$ cat src/sfpl_cfg.svh
// Constants of the serial flash command front end with protection lock
`ifndef SFPL_CFG_SVH
`define SFPL_CFG_SVH
`define SFPL_CLK_NS 20
`define SFPL_UNLOCK_NS 100000
`define SFPL_UNLOCK_TOL_NS 20000
`define SFPL_OP_READ 8'h03
`define SFPL_OP_FAST 8'h0b
`define SFPL_OP_DOR 8'h3b
`define SFPL_OP_QOR 8'h6b
`define SFPL_OP_DIOR 8'hbb
`define SFPL_OP_QIOR 8'heb
`define SFPL_OP_READ4 8'h13
`define SFPL_OP_FAST4 8'h0c
`define SFPL_OP_DOR4 8'h3c
`define SFPL_OP_QOR4 8'h6c
`define SFPL_OP_DIOR4 8'hbc
`define SFPL_OP_QIOR4 8'hec
`define SFPL_OP_RDSR1 8'h05
`define SFPL_OP_CLSR 8'h30
`define SFPL_OP_ECCRD 8'h18
`define SFPL_OP_LCLR 8'ha6
`define SFPL_OP_PWRD 8'he7
`define SFPL_OP_PWPG 8'he8
`define SFPL_OP_UNLK 8'he9
`define SFPL_OP_PPBP 8'he3
`define SFPL_OP_PPBE 8'he4
`define SFPL_OP_ASPP 8'h2f
`define SFPL_DUMMY_FAST 4'h8
`define SFPL_DUMMY_QIO 4'h4
`define SFPL_CONT_NIBBLE 4'ha
`define SFPL_SR1_WIP 0
`define SFPL_SR1_PERR 6
`define SFPL_BOOT_ADDR 32'h0000_0000
`define SFPL_PROTECTION_CONFIG_REG_PASSWORD 2'h1
`define SFPL_PROTECTION_CONFIG_REG_BLANK 2'h3
`define SFPL_PROTECTION_CONFIG_REG_ILLEGAL 2'h0
`define SFPL_PW_BYTES 4'h8
`define SFPL_PW_RESET 64'hffff_ffff_ffff_ffff
`endif

$ cat src/sfpl_top_unused_guard.sv
// Reserved file: holds no logic of the flash front end
`default_nettype none
`default_nettype wire

$ cat src/sfpl_pkg.sv
// Types of the serial flash command front end with protection lock
`default_nettype none
package sfpl_pkg;
  typedef enum logic [2:0] {
    ST_IDLE = 3'h0,
    ST_INST = 3'h1,
    ST_ADDR = 3'h2,
    ST_MODE = 3'h3,
    ST_DUMMY = 3'h4,
    ST_DIN = 3'h5,
    ST_DOUT = 3'h6,
    ST_SKIP = 3'h7
  } sfpl_state_e;

  typedef enum logic [3:0] {
    K_NONE = 4'h0,
    K_READ = 4'h1,
    K_STAT = 4'h2,
    K_CLSR = 4'h3,
    K_ECC = 4'h4,
    K_LCLR = 4'h5,
    K_PWRD = 4'h6,
    K_PWPG = 4'h7,
    K_UNLK = 4'h8,
    K_PPBP = 4'h9,
    K_PPBE = 4'ha,
    K_ASPP = 4'hb
  } sfpl_kind_e;

  typedef struct packed {
    sfpl_kind_e kind;
    logic [2:0] alanes;
    logic [2:0] dlanes;
    logic has_addr;
    logic addr4;
    logic has_mode;
    logic [3:0] dummy;
  } sfpl_cmd_s;
endpackage
`default_nettype wire

$ cat src/sfpl_top.sv
// Serial command front end and protection lock logic of the flash
`default_nettype none
`include "sfpl_cfg.svh"
module sfpl_top #(
  parameter int UNLOCK_CYC = `SFPL_UNLOCK_NS / `SFPL_CLK_NS
) (
  input wire logic clock_in,
  input wire logic nrst_in,
  input wire logic cs_n_in,
  input wire logic sck_in,
  input wire logic [3:0] io_in,
  output logic [3:0] io_out,
  output logic [3:0] io_oe_out,
  input wire logic sw_reset_in,
  input wire logic busy_in,
  input wire logic read_prot_in,
  input wire logic [1:0] protection_config_reg_nv_in,
  input wire logic [7:0] arr_rdata_in,
  output logic [31:0] arr_addr_out,
  output logic arr_rd_out,
  output logic arr_ecc_out,
  output logic ppb_prog_out,
  output logic ppb_erase_out,
  output logic asp_prog_out,
  output logic [1:0] asp_wdata_out,
  output logic lock_out,
  output logic wip_out,
  output logic perr_out
);
  // ----------------------------------------------------------------
  // Reset release and pin synchronisers
  // ----------------------------------------------------------------
  logic rst_s1_r, rst_n;
  logic [5:0] pin_s1_r, pin_s2_r;
  logic sck_d_r, cs_d_r;
  always_ff @(posedge clock_in or negedge nrst_in)
  begin
    if (!nrst_in)
    begin
      rst_s1_r <= 1'b0;
      rst_n <= 1'b0;
    end
    else
    begin
      rst_s1_r <= 1'b1;
      rst_n <= rst_s1_r;
    end
  end
  // Sck at 160 ns leaves four clocks per phase after the sync delay
  always_ff @(posedge clock_in or negedge rst_n)
  begin
    if (!rst_n)
    begin
      // Idle levels: select high, clock low, so no false edge follows reset
      pin_s1_r <= 6'h20;
      pin_s2_r <= 6'h20;
      sck_d_r <= 1'b0;
      cs_d_r <= 1'b1;
    end
    else
    begin
      pin_s1_r <= {cs_n_in, sck_in, io_in};
      pin_s2_r <= pin_s1_r;
      sck_d_r <= pin_s2_r[4];
      cs_d_r <= pin_s2_r[5];
    end
  end
  logic cs_n, sck_rise, sck_fall, cs_rise, cs_fall;
  logic [3:0] io;
  assign cs_n = pin_s2_r[5];
  assign io = pin_s2_r[3:0];
  assign sck_rise = pin_s2_r[4] & ~sck_d_r & ~cs_n;
  assign sck_fall = ~pin_s2_r[4] & sck_d_r & ~cs_n;
  assign cs_rise = cs_n & ~cs_d_r;
  assign cs_fall = ~cs_n & cs_d_r;

  // ----------------------------------------------------------------
  // Instruction decode
  // ----------------------------------------------------------------
  function automatic sfpl_pkg::sfpl_cmd_s decode(input logic [7:0] op);
    sfpl_pkg::sfpl_cmd_s c;
    c = '{sfpl_pkg::K_NONE, 3'h1, 3'h1, 1'b0, 1'b0, 1'b0, 4'h0};
    case (op)
      `SFPL_OP_READ, `SFPL_OP_READ4:
        c = '{sfpl_pkg::K_READ, 3'h1, 3'h1, 1'b1, 1'b0, 1'b0, 4'h0};
      `SFPL_OP_FAST, `SFPL_OP_FAST4:
        c = '{sfpl_pkg::K_READ, 3'h1, 3'h1, 1'b1, 1'b0, 1'b0,
          `SFPL_DUMMY_FAST};
      `SFPL_OP_DOR, `SFPL_OP_DOR4:
        c = '{sfpl_pkg::K_READ, 3'h1, 3'h2, 1'b1, 1'b0, 1'b0,
          `SFPL_DUMMY_FAST};
      `SFPL_OP_QOR, `SFPL_OP_QOR4:
        c = '{sfpl_pkg::K_READ, 3'h1, 3'h4, 1'b1, 1'b0, 1'b0,
          `SFPL_DUMMY_FAST};
      `SFPL_OP_DIOR, `SFPL_OP_DIOR4:
        c = '{sfpl_pkg::K_READ, 3'h2, 3'h2, 1'b1, 1'b0, 1'b1, 4'h0};
      `SFPL_OP_QIOR, `SFPL_OP_QIOR4:
        c = '{sfpl_pkg::K_READ, 3'h4, 3'h4, 1'b1, 1'b0, 1'b1,
          `SFPL_DUMMY_QIO};
      `SFPL_OP_RDSR1: c.kind = sfpl_pkg::K_STAT;
      `SFPL_OP_CLSR: c.kind = sfpl_pkg::K_CLSR;
      `SFPL_OP_ECCRD:
        c = '{sfpl_pkg::K_ECC, 3'h1, 3'h1, 1'b1, 1'b1, 1'b0,
          `SFPL_DUMMY_FAST};
      `SFPL_OP_LCLR: c.kind = sfpl_pkg::K_LCLR;
      `SFPL_OP_PWRD: c.kind = sfpl_pkg::K_PWRD;
      `SFPL_OP_PWPG: c.kind = sfpl_pkg::K_PWPG;
      `SFPL_OP_UNLK: c.kind = sfpl_pkg::K_UNLK;
      `SFPL_OP_PPBP:
        c = '{sfpl_pkg::K_PPBP, 3'h1, 3'h1, 1'b1, 1'b1, 1'b0, 4'h0};
      `SFPL_OP_PPBE: c.kind = sfpl_pkg::K_PPBE;
      `SFPL_OP_ASPP: c.kind = sfpl_pkg::K_ASPP;
      default: c.kind = sfpl_pkg::K_NONE;
    endcase
    // 4-byte opcodes except READ4 (13h) carry bit 2 set in their low nibble pattern
    if (op == `SFPL_OP_READ4 || op == `SFPL_OP_FAST4 ||
        op == `SFPL_OP_DOR4 || op == `SFPL_OP_QOR4 ||
        op == `SFPL_OP_DIOR4 || op == `SFPL_OP_QIOR4)
      c.addr4 = 1'b1;
    return c;
  endfunction

  // ----------------------------------------------------------------
  // Command engine
  // ----------------------------------------------------------------
  sfpl_pkg::sfpl_state_e st_r, st_nxt;
  sfpl_pkg::sfpl_cmd_s cmd_r, cmd_nxt, dc;
  logic [5:0] cnt_r, cnt_nxt;
  logic [2:0] tot_r, tot_nxt;
  logic [3:0] byte_r, byte_nxt;
  logic [7:0] sh_r, sh_nxt, ob_r, ob_nxt;
  logic [3:0] ocnt_r, ocnt_nxt;
  logic [31:0] addr_r, addr_nxt;
  logic cont_r, cont_nxt, init_r, init_nxt;
  logic lock_r, lock_nxt, wip_r, wip_nxt, perr_r, perr_nxt;
  logic [63:0] pw_r, pw_nxt, pwbuf_r, pwbuf_nxt;
  logic [1:0] aspw_r, aspw_nxt;
  logic [15:0] tmr_r, tmr_nxt;
  logic [3:0] do_r, do_nxt, oe_r, oe_nxt;
  logic rd_nxt, pp_nxt, pe_nxt, ap_nxt;
  logic [7:0] inst, bin, src, stat;
  logic [5:0] alen;
  logic pw_sealed, arr_kind;

  assign pw_sealed = ~protection_config_reg_nv_in[1];
  assign arr_kind = cmd_r.kind == sfpl_pkg::K_READ;
  assign alen = cmd_r.addr4 ? 6'd32 : 6'd24;
  assign inst = {sh_r[6:0], io[0]};
  assign bin = {sh_r[6:0], io[0]};
  assign dc = decode(inst);

  always_comb
  begin
    stat = 8'h00;
    stat[`SFPL_SR1_WIP] = wip_r | busy_in;
    stat[`SFPL_SR1_PERR] = perr_r;
    case (cmd_r.kind)
      sfpl_pkg::K_STAT: src = stat;
      sfpl_pkg::K_PWRD: src = pw_r[{addr_r[2:0], 3'h0} +: 8];
      default: src = arr_rdata_in;
    endcase
  end

  always_comb
  begin
    st_nxt = st_r;
    cmd_nxt = cmd_r;
    cnt_nxt = cnt_r;
    tot_nxt = tot_r;
    byte_nxt = byte_r;
    sh_nxt = sh_r;
    ob_nxt = ob_r;
    ocnt_nxt = ocnt_r;
    addr_nxt = addr_r;
    cont_nxt = cont_r;
    init_nxt = 1'b0;
    lock_nxt = lock_r;
    wip_nxt = wip_r;
    perr_nxt = perr_r;
    pw_nxt = pw_r;
    pwbuf_nxt = pwbuf_r;
    aspw_nxt = aspw_r;
    tmr_nxt = (tmr_r != 16'h0) ? tmr_r - 16'h1 : tmr_r;
    do_nxt = do_r;
    oe_nxt = oe_r;
    rd_nxt = 1'b0;
    pp_nxt = 1'b0;
    pe_nxt = 1'b0;
    ap_nxt = 1'b0;
    // Strap-like capture of the lock level one clock after release
    if (init_r)
      lock_nxt = (protection_config_reg_nv_in == `SFPL_PROTECTION_CONFIG_REG_PASSWORD) ? 1'b0 : 1'b1;
    if (sw_reset_in)
    begin
      st_nxt = sfpl_pkg::ST_IDLE;
      cont_nxt = 1'b0;
      oe_nxt = 4'h0;
    end
    else if (cs_rise)
    begin
      st_nxt = sfpl_pkg::ST_IDLE;
      oe_nxt = 4'h0;
      if (tot_r == 3'h0 && (st_r == sfpl_pkg::ST_SKIP ||
          st_r == sfpl_pkg::ST_DIN))
        case (cmd_r.kind)
          sfpl_pkg::K_LCLR: lock_nxt = 1'b0;
          sfpl_pkg::K_CLSR:
          begin
            perr_nxt = 1'b0;
            wip_nxt = 1'b0;
          end
          sfpl_pkg::K_UNLK:
            if (byte_r == `SFPL_PW_BYTES && tmr_r == 16'h0 &&
                protection_config_reg_nv_in == `SFPL_PROTECTION_CONFIG_REG_PASSWORD)
            begin
              if (pwbuf_r == pw_r)
                lock_nxt = 1'b1;
              else
              begin
                perr_nxt = 1'b1;
                wip_nxt = 1'b1;
                tmr_nxt = 16'(UNLOCK_CYC);
              end
            end
          sfpl_pkg::K_PPBP, sfpl_pkg::K_PPBE:
            if (!lock_r)
            begin
              perr_nxt = 1'b1;
              wip_nxt = 1'b1;
            end
            else
            begin
              pp_nxt = cmd_r.kind == sfpl_pkg::K_PPBP;
              pe_nxt = cmd_r.kind == sfpl_pkg::K_PPBE;
            end
          sfpl_pkg::K_ASPP:
            // No erase path: a programmed mode pair never changes
            if (byte_r != 4'h0 && protection_config_reg_nv_in == `SFPL_PROTECTION_CONFIG_REG_BLANK)
            begin
              if (aspw_r == `SFPL_PROTECTION_CONFIG_REG_ILLEGAL)
              begin
                perr_nxt = 1'b1;
                wip_nxt = 1'b1;
              end
              else
                ap_nxt = 1'b1;
            end
          default: ;
        endcase
    end
    else if (cs_fall && st_r == sfpl_pkg::ST_IDLE)
    begin
      cnt_nxt = 6'h0;
      tot_nxt = 3'h0;
      byte_nxt = 4'h0;
      ocnt_nxt = 4'h0;
      addr_nxt = 32'h0;
      st_nxt = cont_r ? sfpl_pkg::ST_ADDR : sfpl_pkg::ST_INST;
    end
    else if (sck_rise)
    begin
      tot_nxt = tot_r + 3'h1;
      sh_nxt = bin;
      cnt_nxt = cnt_r + 6'h1;
      case (st_r)
        sfpl_pkg::ST_INST:
          if (cnt_r == 6'd7)
          begin
            cmd_nxt = dc;
            cnt_nxt = 6'h0;
            st_nxt = sfpl_pkg::ST_SKIP;
            if (busy_in && dc.kind != sfpl_pkg::K_STAT &&
                dc.kind != sfpl_pkg::K_CLSR)
              cmd_nxt.kind = sfpl_pkg::K_NONE;
            else if (pw_sealed && (dc.kind == sfpl_pkg::K_PWRD ||
                     dc.kind == sfpl_pkg::K_PWPG))
              cmd_nxt.kind = sfpl_pkg::K_NONE;
            else if (dc.has_addr)
              st_nxt = sfpl_pkg::ST_ADDR;
            else if (dc.kind == sfpl_pkg::K_STAT ||
                     dc.kind == sfpl_pkg::K_PWRD)
              st_nxt = sfpl_pkg::ST_DOUT;
            else if (dc.kind == sfpl_pkg::K_PWPG ||
                     dc.kind == sfpl_pkg::K_UNLK ||
                     dc.kind == sfpl_pkg::K_ASPP)
              st_nxt = sfpl_pkg::ST_DIN;
          end
        sfpl_pkg::ST_ADDR:
        begin
          case (cmd_r.alanes)
            3'h4: addr_nxt = {addr_r[27:0], io};
            3'h2: addr_nxt = {addr_r[29:0], io[1:0]};
            default: addr_nxt = {addr_r[30:0], io[0]};
          endcase
          cnt_nxt = cnt_r + 6'(cmd_r.alanes);
          if (cnt_nxt == alen)
          begin
            cnt_nxt = 6'h0;
            if (cmd_r.has_mode)
              st_nxt = sfpl_pkg::ST_MODE;
            else if (cmd_r.kind == sfpl_pkg::K_PPBP)
              st_nxt = sfpl_pkg::ST_SKIP;
            else if (cmd_r.dummy != 4'h0)
              st_nxt = sfpl_pkg::ST_DUMMY;
            else
              st_nxt = sfpl_pkg::ST_DOUT;
          end
        end
        sfpl_pkg::ST_MODE:
        begin
          case (cmd_r.alanes)
            3'h4: sh_nxt = {sh_r[3:0], io};
            default: sh_nxt = {sh_r[5:0], io[1:0]};
          endcase
          cnt_nxt = cnt_r + 6'(cmd_r.alanes);
          if (cnt_nxt == 6'd8)
          begin
            cnt_nxt = 6'h0;
            cont_nxt = sh_nxt[7:4] == `SFPL_CONT_NIBBLE;
            st_nxt = (cmd_r.dummy != 4'h0) ? sfpl_pkg::ST_DUMMY :
              sfpl_pkg::ST_DOUT;
          end
        end
        sfpl_pkg::ST_DUMMY:
          if (cnt_r + 6'h1 == 6'(cmd_r.dummy))
            st_nxt = sfpl_pkg::ST_DOUT;
        sfpl_pkg::ST_DIN:
          if (cnt_r == 6'd7)
          begin
            cnt_nxt = 6'h0;
            if (byte_r != `SFPL_PW_BYTES)
              byte_nxt = byte_r + 4'h1;
            case (cmd_r.kind)
              sfpl_pkg::K_PWPG:
                if (byte_r != `SFPL_PW_BYTES)
                  pw_nxt[{byte_r[2:0], 3'h0} +: 8] =
                    pw_r[{byte_r[2:0], 3'h0} +: 8] & bin;
              sfpl_pkg::K_UNLK:
                if (byte_r != `SFPL_PW_BYTES)
                  pwbuf_nxt[{byte_r[2:0], 3'h0} +: 8] = bin;
              default: aspw_nxt = bin[2:1];
            endcase
          end
        default: ;
      endcase
      if (st_nxt == sfpl_pkg::ST_DOUT && st_r != sfpl_pkg::ST_DOUT)
        rd_nxt = 1'b1;
    end
    else if (sck_fall && st_r == sfpl_pkg::ST_DOUT)
    begin
      ob_nxt = ob_r;
      if (ocnt_r == 4'h0)
      begin
        ob_nxt = src;
        ocnt_nxt = 4'h8;
        addr_nxt = addr_r + 32'h1;
        rd_nxt = 1'b1;
      end
      case (cmd_r.dlanes)
        3'h4:
        begin
          do_nxt = ob_nxt[7:4];
          oe_nxt = 4'hf;
          ob_nxt = {ob_nxt[3:0], 4'h0};
        end
        3'h2:
        begin
          do_nxt = {2'h0, ob_nxt[7:6]};
          oe_nxt = 4'h3;
          ob_nxt = {ob_nxt[5:0], 2'h0};
        end
        default:
        begin
          do_nxt = {2'h0, ob_nxt[7], 1'b0};
          oe_nxt = 4'h2;
          ob_nxt = {ob_nxt[6:0], 1'b0};
        end
      endcase
      ocnt_nxt = ocnt_nxt - {1'b0, cmd_r.dlanes};
      if (arr_kind && busy_in)
        oe_nxt = 4'h0;
    end
  end

  always_ff @(posedge clock_in or negedge rst_n)
  begin
    if (!rst_n)
    begin
      st_r <= sfpl_pkg::ST_IDLE;
      cmd_r <= '{sfpl_pkg::K_NONE, 3'h1, 3'h1, 1'b0, 1'b0, 1'b0, 4'h0};
      cnt_r <= 6'h0;
      tot_r <= 3'h0;
      byte_r <= 4'h0;
      sh_r <= 8'h00;
      ob_r <= 8'h00;
      ocnt_r <= 4'h0;
      addr_r <= 32'h0;
      cont_r <= 1'b0;
      init_r <= 1'b1;
      lock_r <= 1'b0;
      wip_r <= 1'b0;
      perr_r <= 1'b0;
      pw_r <= `SFPL_PW_RESET;
      pwbuf_r <= 64'h0;
      aspw_r <= `SFPL_PROTECTION_CONFIG_REG_BLANK;
      tmr_r <= 16'h0;
      do_r <= 4'h0;
      oe_r <= 4'h0;
      arr_rd_out <= 1'b0;
      ppb_prog_out <= 1'b0;
      ppb_erase_out <= 1'b0;
      asp_prog_out <= 1'b0;
      arr_addr_out <= 32'h0;
    end
    else
    begin
      st_r <= st_nxt;
      cmd_r <= cmd_nxt;
      cnt_r <= cnt_nxt;
      tot_r <= tot_nxt;
      byte_r <= byte_nxt;
      sh_r <= sh_nxt;
      ob_r <= ob_nxt;
      ocnt_r <= ocnt_nxt;
      addr_r <= addr_nxt;
      cont_r <= cont_nxt;
      init_r <= init_nxt;
      lock_r <= lock_nxt;
      wip_r <= wip_nxt;
      perr_r <= perr_nxt;
      pw_r <= pw_nxt;
      pwbuf_r <= pwbuf_nxt;
      aspw_r <= aspw_nxt;
      tmr_r <= tmr_nxt;
      do_r <= do_nxt;
      oe_r <= oe_nxt;
      arr_rd_out <= rd_nxt & ~busy_in & (arr_kind |
        cmd_r.kind == sfpl_pkg::K_ECC | cmd_nxt.kind == sfpl_pkg::K_READ);
      ppb_prog_out <= pp_nxt;
      ppb_erase_out <= pe_nxt;
      asp_prog_out <= ap_nxt;
      // Read-protected ECC status always comes from the boot sector
      arr_addr_out <= (cmd_nxt.kind == sfpl_pkg::K_ECC && read_prot_in) ?
        `SFPL_BOOT_ADDR : addr_nxt;
    end
  end

  assign io_out = do_r;
  assign io_oe_out = oe_r;
  assign arr_ecc_out = cmd_r.kind == sfpl_pkg::K_ECC;
  assign asp_wdata_out = aspw_r;
  assign lock_out = lock_r;
  assign wip_out = wip_r | busy_in;
  assign perr_out = perr_r;
endmodule
`default_nettype wire

$ cat config.mk
export PLATFORM = sky130hd
export DESIGN_NAME = sfpl_top
export DESIGN_NICKNAME = d
export VERILOG_FILES = /design/src/sfpl_top_unused_guard.sv /design/src/sfpl_pkg.sv /design/src/sfpl_top.sv
export VERILOG_INCLUDE_DIRS = /design/src
export SDC_FILE = /design/constraint.sdc
export NUM_CORES = 1
export LEC_CHECK = 0
export BUFFER_PORTS_ARGS = -buffer_cell sky130_fd_sc_hd__clkbuf_2
export CAP_MARGIN = 0
export CORE_ASPECT_RATIO = 1.25
export CORE_MARGIN = 2
export CORE_UTILIZATION = 35
export CTS_CLUSTER_SIZE = 28
export DETAILED_ROUTE_END_ITERATION = 8
export SETUP_SLACK_MARGIN = 0.2
export SYNTH_ARGS = -nofsm -noshare
export SYNTH_HDL_FRONTEND = slang
export SYNTH_SLANG_ARGS = --single-unit
$ cat constraint.sdc
create_clock -name clock_in -period 10.25 [get_ports clock_in]
set_clock_uncertainty 0.05 [all_clocks]
set_input_delay 0.5125 -clock clock_in [delete_from_list [all_inputs] [get_ports clock_in]]
set_output_delay 0.5125 -clock clock_in [all_outputs]
set_load 0.1 [all_outputs]
==> run summary, run 1 <==
YOSYS
-----------------------------------------------------------------------------------------------------------------
Count of yosys warnings during synthesis                                                                        0
Per-instance average area after synthesis                                                              9.26 sq um
Area share of and/or/nand/nor cells after synthesis                                                         0.201
Proportion of synthesized chip area in sequential cells                                                     0.453
Cell Area, Synth                                                                                      16100 sq um
Arithmetic-cell share of the synthesized area counting full adders, half adders and majority gates         0.0165
Multiplexer area fraction after synthesis                                                                  0.0662
Synthesized netlist net count                                                                                1779
Number of instances in the synthesized netlist                                                               1738
XOR/XNOR Fraction of Synth Area                                                                            0.0495
Share of the synthesized area in compound gates (AO/OA/AOI/OAI)                                             0.172
Count of state elements after synthesis                                                                       288
Number of enable-type register cells in the synthesized netlist                                                 0
Main combinational cell family by area after synthesis                                               simple AND/OR/NAND/NOR gates
Most used flip-flop cell after synthesis                                                             sky130_fd_sc_hd__dfrtp_1
Post-synth cell types                                                                                          84
Fraction of registers with async set/reset                                                                   1.00

PLACED DESIGN
-----------------------------------------------------------------------------------------------------------------
Global placement routability congestion                                                                     0.944
Number of I/O port buffers                                                                                     70
Dpl hpwl                                                                                                 35400 um
Post-placement worst setup slack                                                                          6210 ps
Placed cell area                                                                                      16900 sq um

CRITICAL PATH
-----------------------------------------------------------------------------------------------------------------
Largest stage delay on the critical path                                                                   750 ps
WP data arrival                                                                                           4410 ps
Depth of the worst register-to-register path                                                                    8
Most frequent CP cell                                                                                sky130_fd_sc_hd__nand2_1
Endpoint kind of the worst setup timing path                                                                 flop
Slowest-stage cell, CP                                                                               sky130_fd_sc_hd__or2_0
Critical path class                                                                                       reg2reg
Reg-to-reg startpoint                                                                                st_r[0]$_DFFE_PN0P_
Crit start category                                                                                          flop
Worst reg2reg endpoint                                                                               arr_addr_out[28]$_DFF_PN0_
Cell Chain, Critical Path                                                                            nor3_1, a2111o_1, or2_0, nand2_1, nand2_1, nand2_1, or3_1, and2_1
Register-to-register path setup slack                                                                     6210 ps
Highest net fanout along the worst path                                                                        31
Data required, critical path                                                                             10620 ps

STATUS
-----------------------------------------------------------------------------------------------------------------
Run status                                                                                           finished, final reports clean

FLOORPLAN
-----------------------------------------------------------------------------------------------------------------
DIE AREA                                                                                              47700 sq um
Die width                                                                                                  196 um
Initial core utilization                                                                                    0.355
Die span in y                                                                                              244 um
Std-Cell Rows                                                                                                  87
Core footprint                                                                                        45300 sq um
I/O pin count                                                                                                  71

CELLS AND AREA
-----------------------------------------------------------------------------------------------------------------
Final Util                                                                                                  0.400
Post-Layout Inst Area                                                                                 18100 sq um
Fraction of layout cells with a size suffix above 1                                                         0.168
Most frequent standard cell in the layout excluding fill and tap cells                               sky130_fd_sc_hd__nand2_1
Area growth from synthesis to layout                                                                        12.7%
Fin nets                                                                                                     1791
Leading cell types in the layout, fill and taps excluded                                             277 x sky130_fd_sc_hd__nand2_1, 215 x sky130_fd_sc_hd__dfrtp_1, 182 x sky130_fd_sc_hd__o21ai_0, 81 x sky130_fd_sc_hd__a21oi_1, 78 x sky130_fd_sc_hd__xnor2_1

STA
-----------------------------------------------------------------------------------------------------------------
Min Tclk post-route                                                                                       4040 ps
Max-slew headroom                                                                                           0.259
Transition time at the pin with the least slew margin                                                     1110 ps
Maximum clock frequency                                                                                   247 MHz
RSZ-0062 raised after global routing                                                                           no
Final max-slew violation count                                                                                  0
Number of setup violations in the final report                                                                  0
Sum of negative setup slack                                                                                  0 ps
Final hold viol count                                                                                           0
Final hold slack                                                                                          27.8 ps
Part of the cycle the worst path needs                                                                      0.394
Final setup margin                                                                                        6210 ps

DRT
-----------------------------------------------------------------------------------------------------------------
Number of remaining DRC errors                                                                                  0
DR iter-0 viols                                                                                              1221
Antenna Violating Nets Remaining                                                                                0
Number of vias in the routed layout                                                                         13568
First-pass detailed-route iteration total                                                                       7
Drt total wl                                                                                             50300 um
Via density per instance                                                                                     5.76
Average routed wire per standard cell                                                                     21.4 um

CLOCK TREE
-----------------------------------------------------------------------------------------------------------------
CTS H-tree depth                                                                                                2
Root Buffer                                                                                          sky130_fd_sc_hd__clkbuf_16
Clock slew at reported path FFs                                                                             60 ps
Count of clock tree sinks                                                                                     288
Postcts setup bufs                                                                                              0
Latest clock arrival within the worst-skew pair                                                            560 ps
TritonCTS Buffers                                                                                              35
Clock tree from TritonCTS                                                                                     yes
Maximum number of buffers from clock root to sink                                                               3

HOLD PATH
-----------------------------------------------------------------------------------------------------------------
Worst hold stages                                                                                               1
Worst-case hold path end point                                                                       pin_s1_r[4]$_DFF_PN0_
Beginning of the worst hold path                                                                           sck_in
Hold Path Class                                                                                            in2reg

GRT
-----------------------------------------------------------------------------------------------------------------
Aggregate global routing overflow                                                                               0
First-pass GRT wire length                                                                               79100 um
Pin count of the biggest net entering global routing                                                           81
All-Layer GR Usage                                                                                          0.213
Antenna violations before repair                                                                                0
Number of global-route vias before repair                                                                   13491

POWER
-----------------------------------------------------------------------------------------------------------------
Pwr dens                                                                                              155 nW/um^2
Leakage power figure                                                                                      7.25 nW
Worst IR drop on VDD                                                                                   0.000114 V

FLOW RUN
-----------------------------------------------------------------------------------------------------------------
Max-capacitance violation count                                                                                 0

-- cell families after synthesis --
| logic type | Yosys count |
|---|---|
| fa+ha+maj | 20 |
| simple gates | 659 |
| xor+xnor | 91 |
| buf+inv | 173 |
| other cells | 2 |
| flops | 288 |
| mux | 64 |
| compound gates | 441 |
-- flip-flops by register name (all words and copies together) (netlist names), 2 cells and up --
name           flops
cmd_r             13
st_r               3
pin_s1_r           6
sh_r               7
tot_r              3
io_out             4
cnt_r              6
pw_r              64
ob_r               7
io_oe_out          3
ocnt_r             4
addr_r            32
pwbuf_r           64
pin_s2_r           6
arr_addr_out      32
asp_wdata_out      2
tmr_r             16
byte_r             4
-- synthesized netlist by cell type (46+ instances only) --
cell | number | share of area
sky130_fd_sc_hd__a21oi_1 | 81 | 0.025
sky130_fd_sc_hd__and2_1 | 46 | 0.018
sky130_fd_sc_hd__clkbuf_1 | 101 | 0.024
sky130_fd_sc_hd__dfrtp_1 | 216 | 0.34
sky130_fd_sc_hd__dfstp_2 | 72 | 0.12
sky130_fd_sc_hd__inv_1 | 51 | 0.012
sky130_fd_sc_hd__nand2_1 | 277 | 0.065
sky130_fd_sc_hd__nand3_1 | 74 | 0.023
sky130_fd_sc_hd__nor2_1 | 78 | 0.018
sky130_fd_sc_hd__o21ai_0 | 182 | 0.057
sky130_fd_sc_hd__xnor2_1 | 78 | 0.042
-- worst max path at each step --
| stage | slack, ps | cells past startpoint | startpoint | endpoint |
|---|---|---|---|---|
| after global placement | 6300 | 8 | st_r[0]$_DFFE_PN0P_ | arr_addr_out[11]$_DFF_PN0_ |
| after CTS | 6200 | 8 | st_r[0]$_DFFE_PN0P_ | arr_addr_out[28]$_DFF_PN0_ |
| final | 6210 | 8 | st_r[0]$_DFFE_PN0P_ | arr_addr_out[28]$_DFF_PN0_ |
| after global routing | 5820 | 8 | st_r[0]$_DFFE_PN0P_ | arr_addr_out[28]$_DFF_PN0_ |
| after detailed placement | 6210 | 6 | st_r[0]$_DFFE_PN0P_ | arr_addr_out[3]$_DFF_PN0_ |
| after floorplan | 1710 | 0 | rst_n$_DFF_PN0_ | addr_r[0]$_DFF_PN0_ |
-- report_power, final --
| part | switching (mW) | internal (mW) | total [mW] |
|---|---|---|---|
| logic | 0.164 | 0.0850 | 0.249 |
| clock network | 0.512 | 0.786 | 1.30 |
| registers | 0.108 | 1.16 | 1.27 |
| total | 0.784 | 2.03 | 2.82 |
-- through the flow --
step                      total power [mW]  cells
after floorplan                       1.44   1738
after global placement                1.53   2287
after detailed placement              1.53   2287
after CTS                             2.84   2354
after global routing                  2.92   2354
final                                 2.82   2355
-- cell type report --
cell class | count | area, sq um
fillers | 4465 | 27200
multi-input cells | 1277 | 8150
flip-flops and latches | 288 | 7300
clock buffers | 45 | 986
well taps | 578 | 723
repair buffers | 96 | 556
clock inverters | 18 | 216
inverters | 52 | 195
diodes | 1 | 2.50
-- timing repair --
item | 4_1_cts | 5_1_grt
resized for setup | 0 | 0
hold buffers | 4 | 0
endpoints found under the hold margin | 5 | 0
-- worst max-delay path, delay by kind of cell, from the launching register on --
kind / cells / cell delay, ps
and+or+nand+nor: 7 / 2630
AOI/OAI and AO/OA: 1 / 630
DFF: 1 / 590
-- layer usage --
metal	vias up	track usage	routed length (um)
li1	6230	-	-
met4	0	0.120	2930
met1	6686	0.255	19700
met3	153	0.0281	2660
met2	499	0.369	25000
met5	-	0	0
No activity file was read; power rests on OpenSTA's default activity.
==> run 2: changes to the inputs <==
clock period = 3.7 ns   (was 10.25 ns; I/O delays follow)
==> run 2 against run 1 <==
Die area is the same. Sequential power grew to 2.6 times the previous value. Critical path type unchanged. Clock power increased to 2.5 times the previous value. Largest power group is now sequential cells. Power rose to 2.7 times the previous value.
==> run summary, run 2 (synthesis gave the netlist of run 1 again) <==
STATUS
-------------------------------------------------------------------------------------
Run status                                                               finished, final reports clean   unchanged

POWER
-------------------------------------------------------------------------------------
Pwr dens                                                                  408 nW/um^2   was 155 nW/um^2
Leakage power figure                                                          7.51 nW   was 7.25 nW
Worst IR drop on VDD                                                       0.000387 V   was 0.000114 V

STA
-------------------------------------------------------------------------------------
Max-slew headroom                                                               0.224   was 0.259
Final hold slack                                                              41.9 ps   was 27.8 ps
Transition time at the pin with the least slew margin                         1160 ps   was 1110 ps
Sum of negative setup slack                                                      0 ps   unchanged
Min Tclk post-route                                                           3340 ps   was 4040 ps
Final max-slew violation count                                                      0   unchanged
Maximum clock frequency                                                       299 MHz   was 247 MHz
RSZ-0062 raised after global routing                                               no   unchanged
Final hold viol count                                                               0   unchanged
Number of setup violations in the final report                                      0   unchanged
Final setup margin                                                             361 ps   was 6210 ps
Part of the cycle the worst path needs                                          0.902   was 0.394

CELLS AND AREA
-------------------------------------------------------------------------------------
Post-Layout Inst Area                                                     18600 sq um   was 18100 sq um
Fin nets                                                                         1855   was 1791
Final cell count without fillers                                                 2417   was 2355
Leading cell types in the layout, fill and taps excluded                 277 x sky130_fd_sc_hd__nand2_1, 214 x sky130_fd_sc_hd__dfrtp_1, 180 x sky130_fd_sc_hd__o21ai_0, 80 x sky130_fd_sc_hd__a21oi_1   was 277 x sky130_fd_sc_hd__nand2_1, 215 x sky130_fd_sc_hd__dfrtp_1, 182 x sky130_fd_sc_hd__o21ai_0, 81 x sky130_fd_sc_hd__a21oi_1, 78 x sky130_fd_sc_hd__xnor2_1
Most frequent standard cell in the layout excluding fill and tap cells   sky130_fd_sc_hd__nand2_1   unchanged
Area growth from synthesis to layout                                            15.3%   was 12.7%
Count of inserted antenna diode cells                                               0   was 1
Fraction of layout cells with a size suffix above 1                             0.192   was 0.168
Largest registers in the final layout                                    pw_r (64), pwbuf_r (64)   unchanged

FLOORPLAN
-------------------------------------------------------------------------------------
Std-Cell Rows                                                                      87   unchanged
DIE AREA                                                                  47700 sq um   unchanged
Die span in y                                                                  244 um   unchanged
Die width                                                                      196 um   unchanged
Core footprint                                                            45300 sq um   unchanged
I/O pin count                                                                      71   unchanged
Initial core utilization                                                        0.355   unchanged

DRT
-------------------------------------------------------------------------------------
Via density per instance                                                         5.70   was 5.76
Average routed wire per standard cell                                         21.5 um   was 21.4 um
Drt total wl                                                                 51800 um   was 50300 um
Max Used Layer                                                                   met4   unchanged
Met3 WL post-DR                                                               2900 um   was 2660 um
First-pass detailed-route iteration total                                           5   was 7
Number of remaining DRC errors                                                      0   unchanged
Antenna Violating Nets Remaining                                                    0   unchanged
DR iter-0 viols                                                                   881   was 1221
Number of vias in the routed layout                                             13774   was 13568
Total length of routed met2 wires                                            25500 um   was 25000 um
M1 wire length                                                               20600 um   was 19700 um

CRITICAL PATH
-------------------------------------------------------------------------------------
Reg-to-reg startpoint                                                    cnt_r[0]$_DFFE_PN0P_   was st_r[0]$_DFFE_PN0P_
Largest stage delay on the critical path                                       500 ps   was 750 ps
Register-to-register path setup slack                                          360 ps   was 6210 ps
Depth of the worst register-to-register path                                        9   was 8
Logic depth of the worst path, buffers included                                     9   was 8
WP data arrival                                                               3720 ps   was 4410 ps
Highest net fanout along the worst path                                             7   was 31
Slowest-stage cell, CP                                                   sky130_fd_sc_hd__or4_1   was sky130_fd_sc_hd__or2_0
CP bufs+invs                                                                        0   unchanged
Data required, critical path                                                  4080 ps   was 10620 ps
Cell Chain, Critical Path                                                ha_1, fa_1, xor2_1, or3_4, a21oi_2, nand3b_1, o221a_2, or4_1, a2111oi_2   was nor3_1, a2111o_1, or2_0, nand2_1, nand2_1, nand2_1, or3_1, and2_1
Worst reg2reg endpoint                                                   arr_rd_out$_DFF_PN0_   was arr_addr_out[28]$_DFF_PN0_
Crit start category                                                              flop   unchanged
Critical path class                                                           reg2reg   unchanged
Endpoint kind of the worst setup timing path                                     flop   unchanged
Critical path's top delay family                                         simple AND/OR/NAND/NOR gates   unchanged

CLOCK TREE
-------------------------------------------------------------------------------------
Count of clock tree sinks                                                         288   unchanged
Maximum number of buffers from clock root to sink                                   3   unchanged
TritonCTS Buffers                                                                  34   was 35
Clock slew at reported path FFs                                                 60 ps   about the same
CTS H-tree depth                                                                    2   unchanged
Clock tree from TritonCTS                                                         yes   unchanged
Latest clock arrival within the worst-skew pair                                570 ps   was 560 ps
Root Buffer                                                              sky130_fd_sc_hd__clkbuf_16   unchanged

PLACED DESIGN
-------------------------------------------------------------------------------------
Dpl hpwl                                                                     36800 um   was 35400 um
Count of placed standard cells including taps                                    2345   was 2287
Number of I/O port buffers                                                         70   unchanged
Global placement routability congestion                                         0.923   was 0.944
Post-placement worst setup slack                                               267 ps   was 6210 ps
Placed cell area                                                          17400 sq um   was 16900 sq um

GRT
-------------------------------------------------------------------------------------
Antenna violations before repair                                                    0   unchanged
All-Layer GR Usage                                                              0.218   was 0.213
Aggregate global routing overflow                                                   0   unchanged
Pin count of the biggest net entering global routing                               64   was 81
First-pass GRT wire length                                                   80400 um   was 79100 um
Number of global-route vias before repair                                       13671   was 13491

HOLD PATH
-------------------------------------------------------------------------------------
Worst hold stages                                                                   5   was 1
Beginning of the worst hold path                                         arr_rdata_in[7]   was sck_in
Worst-case hold path end point                                           io_out[3]$_DFFE_PN0P_   was pin_s1_r[4]$_DFF_PN0_
Hold Path Class                                                                in2reg   unchanged

FLOW RUN
-------------------------------------------------------------------------------------
Max-capacitance violation count                                                     0   unchanged

-- run 2: worst max-delay path by stage --
stage / from / endpoint / slack, ps
after floorplan: byte_r[1]$_DFFE_PN0P_ / pwbuf_r[32]$_DFFE_PN0P_ / 540
after global placement: cnt_r[0]$_DFFE_PN0P_ / arr_rd_out$_DFF_PN0_ / 230
after detailed placement: cmd_r[10]$_DFFE_PN1P_ / arr_rd_out$_DFF_PN0_ / 270
after CTS: cmd_r[10]$_DFFE_PN1P_ / arr_rd_out$_DFF_PN0_ / 240
after global routing: cnt_r[0]$_DFFE_PN0P_ / arr_rd_out$_DFF_PN0_ / 200
final: cnt_r[0]$_DFFE_PN0P_ / arr_rd_out$_DFF_PN0_ / 360
-- run 2: through the flow --
step | utilization | power, mW
2_1_floorplan | - | 3.98
3_3_place_gp | 0.383 | 4.29
3_5_place_dp | 0.383 | 4.30
4_1_cts | 0.409 | 7.62
5_1_grt | 0.410 | 7.86
6_report | 0.410 | 7.56
-- run 2: tightest hold or removal path: stages --
cell	delay, ps
sky130_fd_sc_hd__clkbuf_2	80
sky130_fd_sc_hd__nand2_1	50
sky130_fd_sc_hd__o211ai_1	80
sky130_fd_sc_hd__o21ai_0	110
sky130_fd_sc_hd__o21ai_0	100
-- run 2: report_power, final --
group	internal, mW	switching, mW
sequential	3.23	0.130
clock	1.88	1.41
combinational	0.289	0.633
-- run 2: what timing repair did --
| action | in CTS | in global routing |
|---|---|---|
| endpoints found under the setup margin | 0 | 1 |
| buffers inserted | 0 | 1 |
| hold buffers | 10 | 0 |
| hold endpoints to repair | 10 | 0 |
| gates resized for setup | 0 | 8 |
-- run 2: layout make-up --
class,count,area [sq um]
clock buffers,53,1000
clock inverters,8,63.8
fillers,4434,26700
inverters,52,195
multi-input cells,1277,8170
flip-flops and latches,288,7300
well taps,578,723
repair buffers,161,1100
-- run 2: routing by layer --
layer	up-vias	track usage
met1	6762	0.263
met2	484	0.374
met5	-	0
met4	0	0.118
met3	153	0.0354
li1	6375	-
==> run 3: changes to the inputs <==
clock period = 3.3 ns   (was 3.7 ns; I/O delays follow)
==> run 3 against run 2 <==
Clock power is 19% higher. Core utilization grew 0.90 points. Critical path depth is 1 lower. Design area up 2.2%. Register-to-register slack lost 190 ps. Wire length rose by 0.44%. Non-clock buffer count grew 30. Sequential cell count is the same. Combinational power is 24% higher. Setup slack lost 190 ps. Cell count is 1.3% higher. Maximum frequency is 6.8% higher. Largest power group is now clock.
==> run summary, run 3 (synthesis gave the netlist of run 1 again) <==
STA
-------------------------------------------------------------------------------------
Sum of negative setup slack                                                      0 ps   unchanged
Final setup margin                                                             172 ps   was 361 ps
RSZ-0062 raised after global routing                                              yes   was no
Transition time at the pin with the least slew margin                          913 ps   was 1160 ps
Final max-slew violation count                                                      0   unchanged
Min Tclk post-route                                                           3130 ps   was 3340 ps
Number of setup violations in the final report                                      0   unchanged
Max-slew headroom                                                               0.392   was 0.224
Part of the cycle the worst path needs                                          0.948   was 0.902
Maximum clock frequency                                                       320 MHz   was 299 MHz
Final hold viol count                                                               0   unchanged

CELLS AND AREA
-------------------------------------------------------------------------------------
Final Util                                                                      0.419   was 0.410
Post-Layout Inst Area                                                     19000 sq um   was 18600 sq um
Fin nets                                                                         1885   was 1855
Area growth from synthesis to layout                                            17.9%   was 15.3%
# fillers                                                                        4418   was 4434
Most frequent standard cell in the layout excluding fill and tap cells   sky130_fd_sc_hd__nand2_1   unchanged
Fraction of layout cells with a size suffix above 1                             0.214   was 0.192
Count of inserted antenna diode cells                                               0   unchanged
Leading cell types in the layout, fill and taps excluded                 277 x sky130_fd_sc_hd__nand2_1, 212 x sky130_fd_sc_hd__dfrtp_1, 182 x sky130_fd_sc_hd__o21ai_0, 106 x sky130_fd_sc_hd__buf_4, 79 x sky130_fd_sc_hd__a21oi_1   was 277 x sky130_fd_sc_hd__nand2_1, 214 x sky130_fd_sc_hd__dfrtp_1, 180 x sky130_fd_sc_hd__o21ai_0, 80 x sky130_fd_sc_hd__a21oi_1
Largest registers in the final layout                                    pw_r (64), pwbuf_r (64)   unchanged

CRITICAL PATH
-------------------------------------------------------------------------------------
Critical path class                                                           reg2reg   unchanged
Highest net fanout along the worst path                                             3   was 7
Slowest-stage cell, CP                                                   sky130_fd_sc_hd__dfstp_2   was sky130_fd_sc_hd__or4_1
Endpoint kind of the worst setup timing path                                     flop   unchanged
Cell Chain, Critical Path                                                ha_2, fa_2, or3_4, a21oi_4, nand3b_1, o221a_2, or4_1, a2111oi_2   was ha_1, fa_1, xor2_1, or3_4, a21oi_2, nand3b_1, o221a_2, or4_1, a2111oi_2
Largest stage delay on the critical path                                       530 ps   was 500 ps
Data required, critical path                                                  3690 ps   was 4080 ps
WP data arrival                                                               3510 ps   was 3720 ps
Crit start category                                                              flop   unchanged

FLOORPLAN
-------------------------------------------------------------------------------------
Die span in y                                                                  244 um   unchanged
Core footprint                                                            45300 sq um   unchanged
Std-Cell Rows                                                                      87   unchanged
Initial core utilization                                                        0.355   unchanged
I/O pin count                                                                      71   unchanged
DIE AREA                                                                  47700 sq um   unchanged
Die width                                                                      196 um   unchanged

GRT
-------------------------------------------------------------------------------------
Pin count of the biggest net entering global routing                               83   was 64
Met3 Resource Use GR                                                           0.0372   was 0.0354
Aggregate global routing overflow                                                   0   unchanged
Number of global-route vias before repair                                       13717   was 13671
Busiest layer in global routing                                                  met2   unchanged
Global routing met2 resource utilization                                        0.378   was 0.374
All-Layer GR Usage                                                              0.218   about the same
First-pass GRT wire length                                                   80900 um   was 80400 um
GR Util met1                                                                    0.265   was 0.263
Antenna violations before repair                                                    0   unchanged

PLACED DESIGN
-------------------------------------------------------------------------------------
Placed cell area                                                          17600 sq um   was 17400 sq um
Global placement routability congestion                                         0.942   was 0.923
Dpl hpwl                                                                     37600 um   was 36800 um
Post-placement worst setup slack                                               110 ps   was 267 ps
Number of I/O port buffers                                                         70   unchanged

STATUS
-------------------------------------------------------------------------------------
Run status                                                               finished, final reports clean   unchanged

CLOCK TREE
-------------------------------------------------------------------------------------
Clock tree from TritonCTS                                                         yes   unchanged
Clock slew at reported path FFs                                                 60 ps   about the same
Root Buffer                                                              sky130_fd_sc_hd__clkbuf_16   unchanged
Count of clock tree sinks                                                         288   unchanged
TritonCTS Buffers                                                                  34   unchanged
Latest clock arrival within the worst-skew pair                                560 ps   was 570 ps
Maximum number of buffers from clock root to sink                                   3   unchanged
CTS H-tree depth                                                                    2   unchanged

DRT
-------------------------------------------------------------------------------------
Via density per instance                                                         5.66   was 5.70
Drt total wl                                                                 52100 um   was 51800 um
Average routed wire per standard cell                                         21.3 um   was 21.5 um
Number of remaining DRC errors                                                      0   unchanged
Number of vias in the routed layout                                             13861   was 13774
DR iter-0 viols                                                                  1183   was 881
Antenna Violating Nets Remaining                                                    0   unchanged
First-pass detailed-route iteration total                                           5   unchanged

HOLD PATH
-------------------------------------------------------------------------------------
Hold Path Class                                                                in2reg   unchanged

POWER
-------------------------------------------------------------------------------------
Pwr dens                                                                  464 nW/um^2   was 408 nW/um^2
Leakage power figure                                                          7.70 nW   was 7.51 nW
Worst IR drop on VDD                                                       0.000355 V   was 0.000387 V

FLOW RUN
-------------------------------------------------------------------------------------
Max-capacitance violation count                                                     0   unchanged

run 3: what timing repair did:
item                       CTS  global route
gates resized for setup      3            17
setup buffers                1             2
hold endpoints to repair    12             0
pin swaps                    4             1
setup endpoints to repair    5            98
hold buffers                11             0
run 3: power breakdown:
group	switching (mW)	internal, mW	total [mW]
logic	0.759	0.378	1.14
registers	0.122	3.62	3.74
clock network	1.60	2.32	3.92
run 3: worst paths after layout:
check                                      start  cells after the start                    end  slack, ps
max in group asynchronous        rst_n$_DFF_PN0_                      1   pw_r[44]$_DFFE_PN1P_       1780
hold / removal                   arr_rdata_in[7]                      5  io_out[3]$_DFFE_PN0P_         60
hold reg to reg            pin_s1_r[2]$_DFF_PN0_                      0  pin_s2_r[2]$_DFF_PN0_        300
setup reg to reg           cmd_r[10]$_DFFE_PN1P_                      8   arr_rd_out$_DFF_PN0_        170
min in group asynchronous        rst_n$_DFF_PN0_                      0  pin_s1_r[0]$_DFF_PN0_        380
setup / recovery           cmd_r[10]$_DFFE_PN1P_                      8   arr_rd_out$_DFF_PN0_        170
run 3: per-layer routing:
layer	vias to the layer above	share of wire
met4	0	0.050
met1	6794	0.39
li1	6446	-
met5	-	0
met3	133	0.061
met2	488	0.49
run 3: final cells by class:
cell class | instances | area (sq um) | area share
Multi-Input combinational cell | 1277 | 8260 | 0.436
Sequential cell | 288 | 7300 | 0.385
Timing Repair Buffer | 191 | 1340 | 0.0705
Clock buffer | 50 | 982 | 0.0518
Tap cell | 578 | 723 | 0.0381
Inverter | 52 | 195 | 0.0103
Clock inverter | 12 | 161 | 0.00851
run 3: worst max-delay path: cells and delay by family, from the launching register on:
family | cells | cell delay, ps
AO/OA/AOI/OAI | 3 | 720
flip-flops | 1 | 530
adder cells (fa/ha/maj) | 2 | 650
AND/OR/NAND/NOR | 3 | 1080
run 3: through the flow:
stage | cells | hold WS (ps) | total power [mW]
after floorplan | 1738 | -181 | 4.48
after global placement | 2372 | -95.8 | 4.90
after detailed placement | 2372 | -94.2 | 4.90
after CTS | 2446 | 43.1 | 8.88
after global routing | 2448 | 103 | 9.14
final | 2448 | 59.0 | 8.79
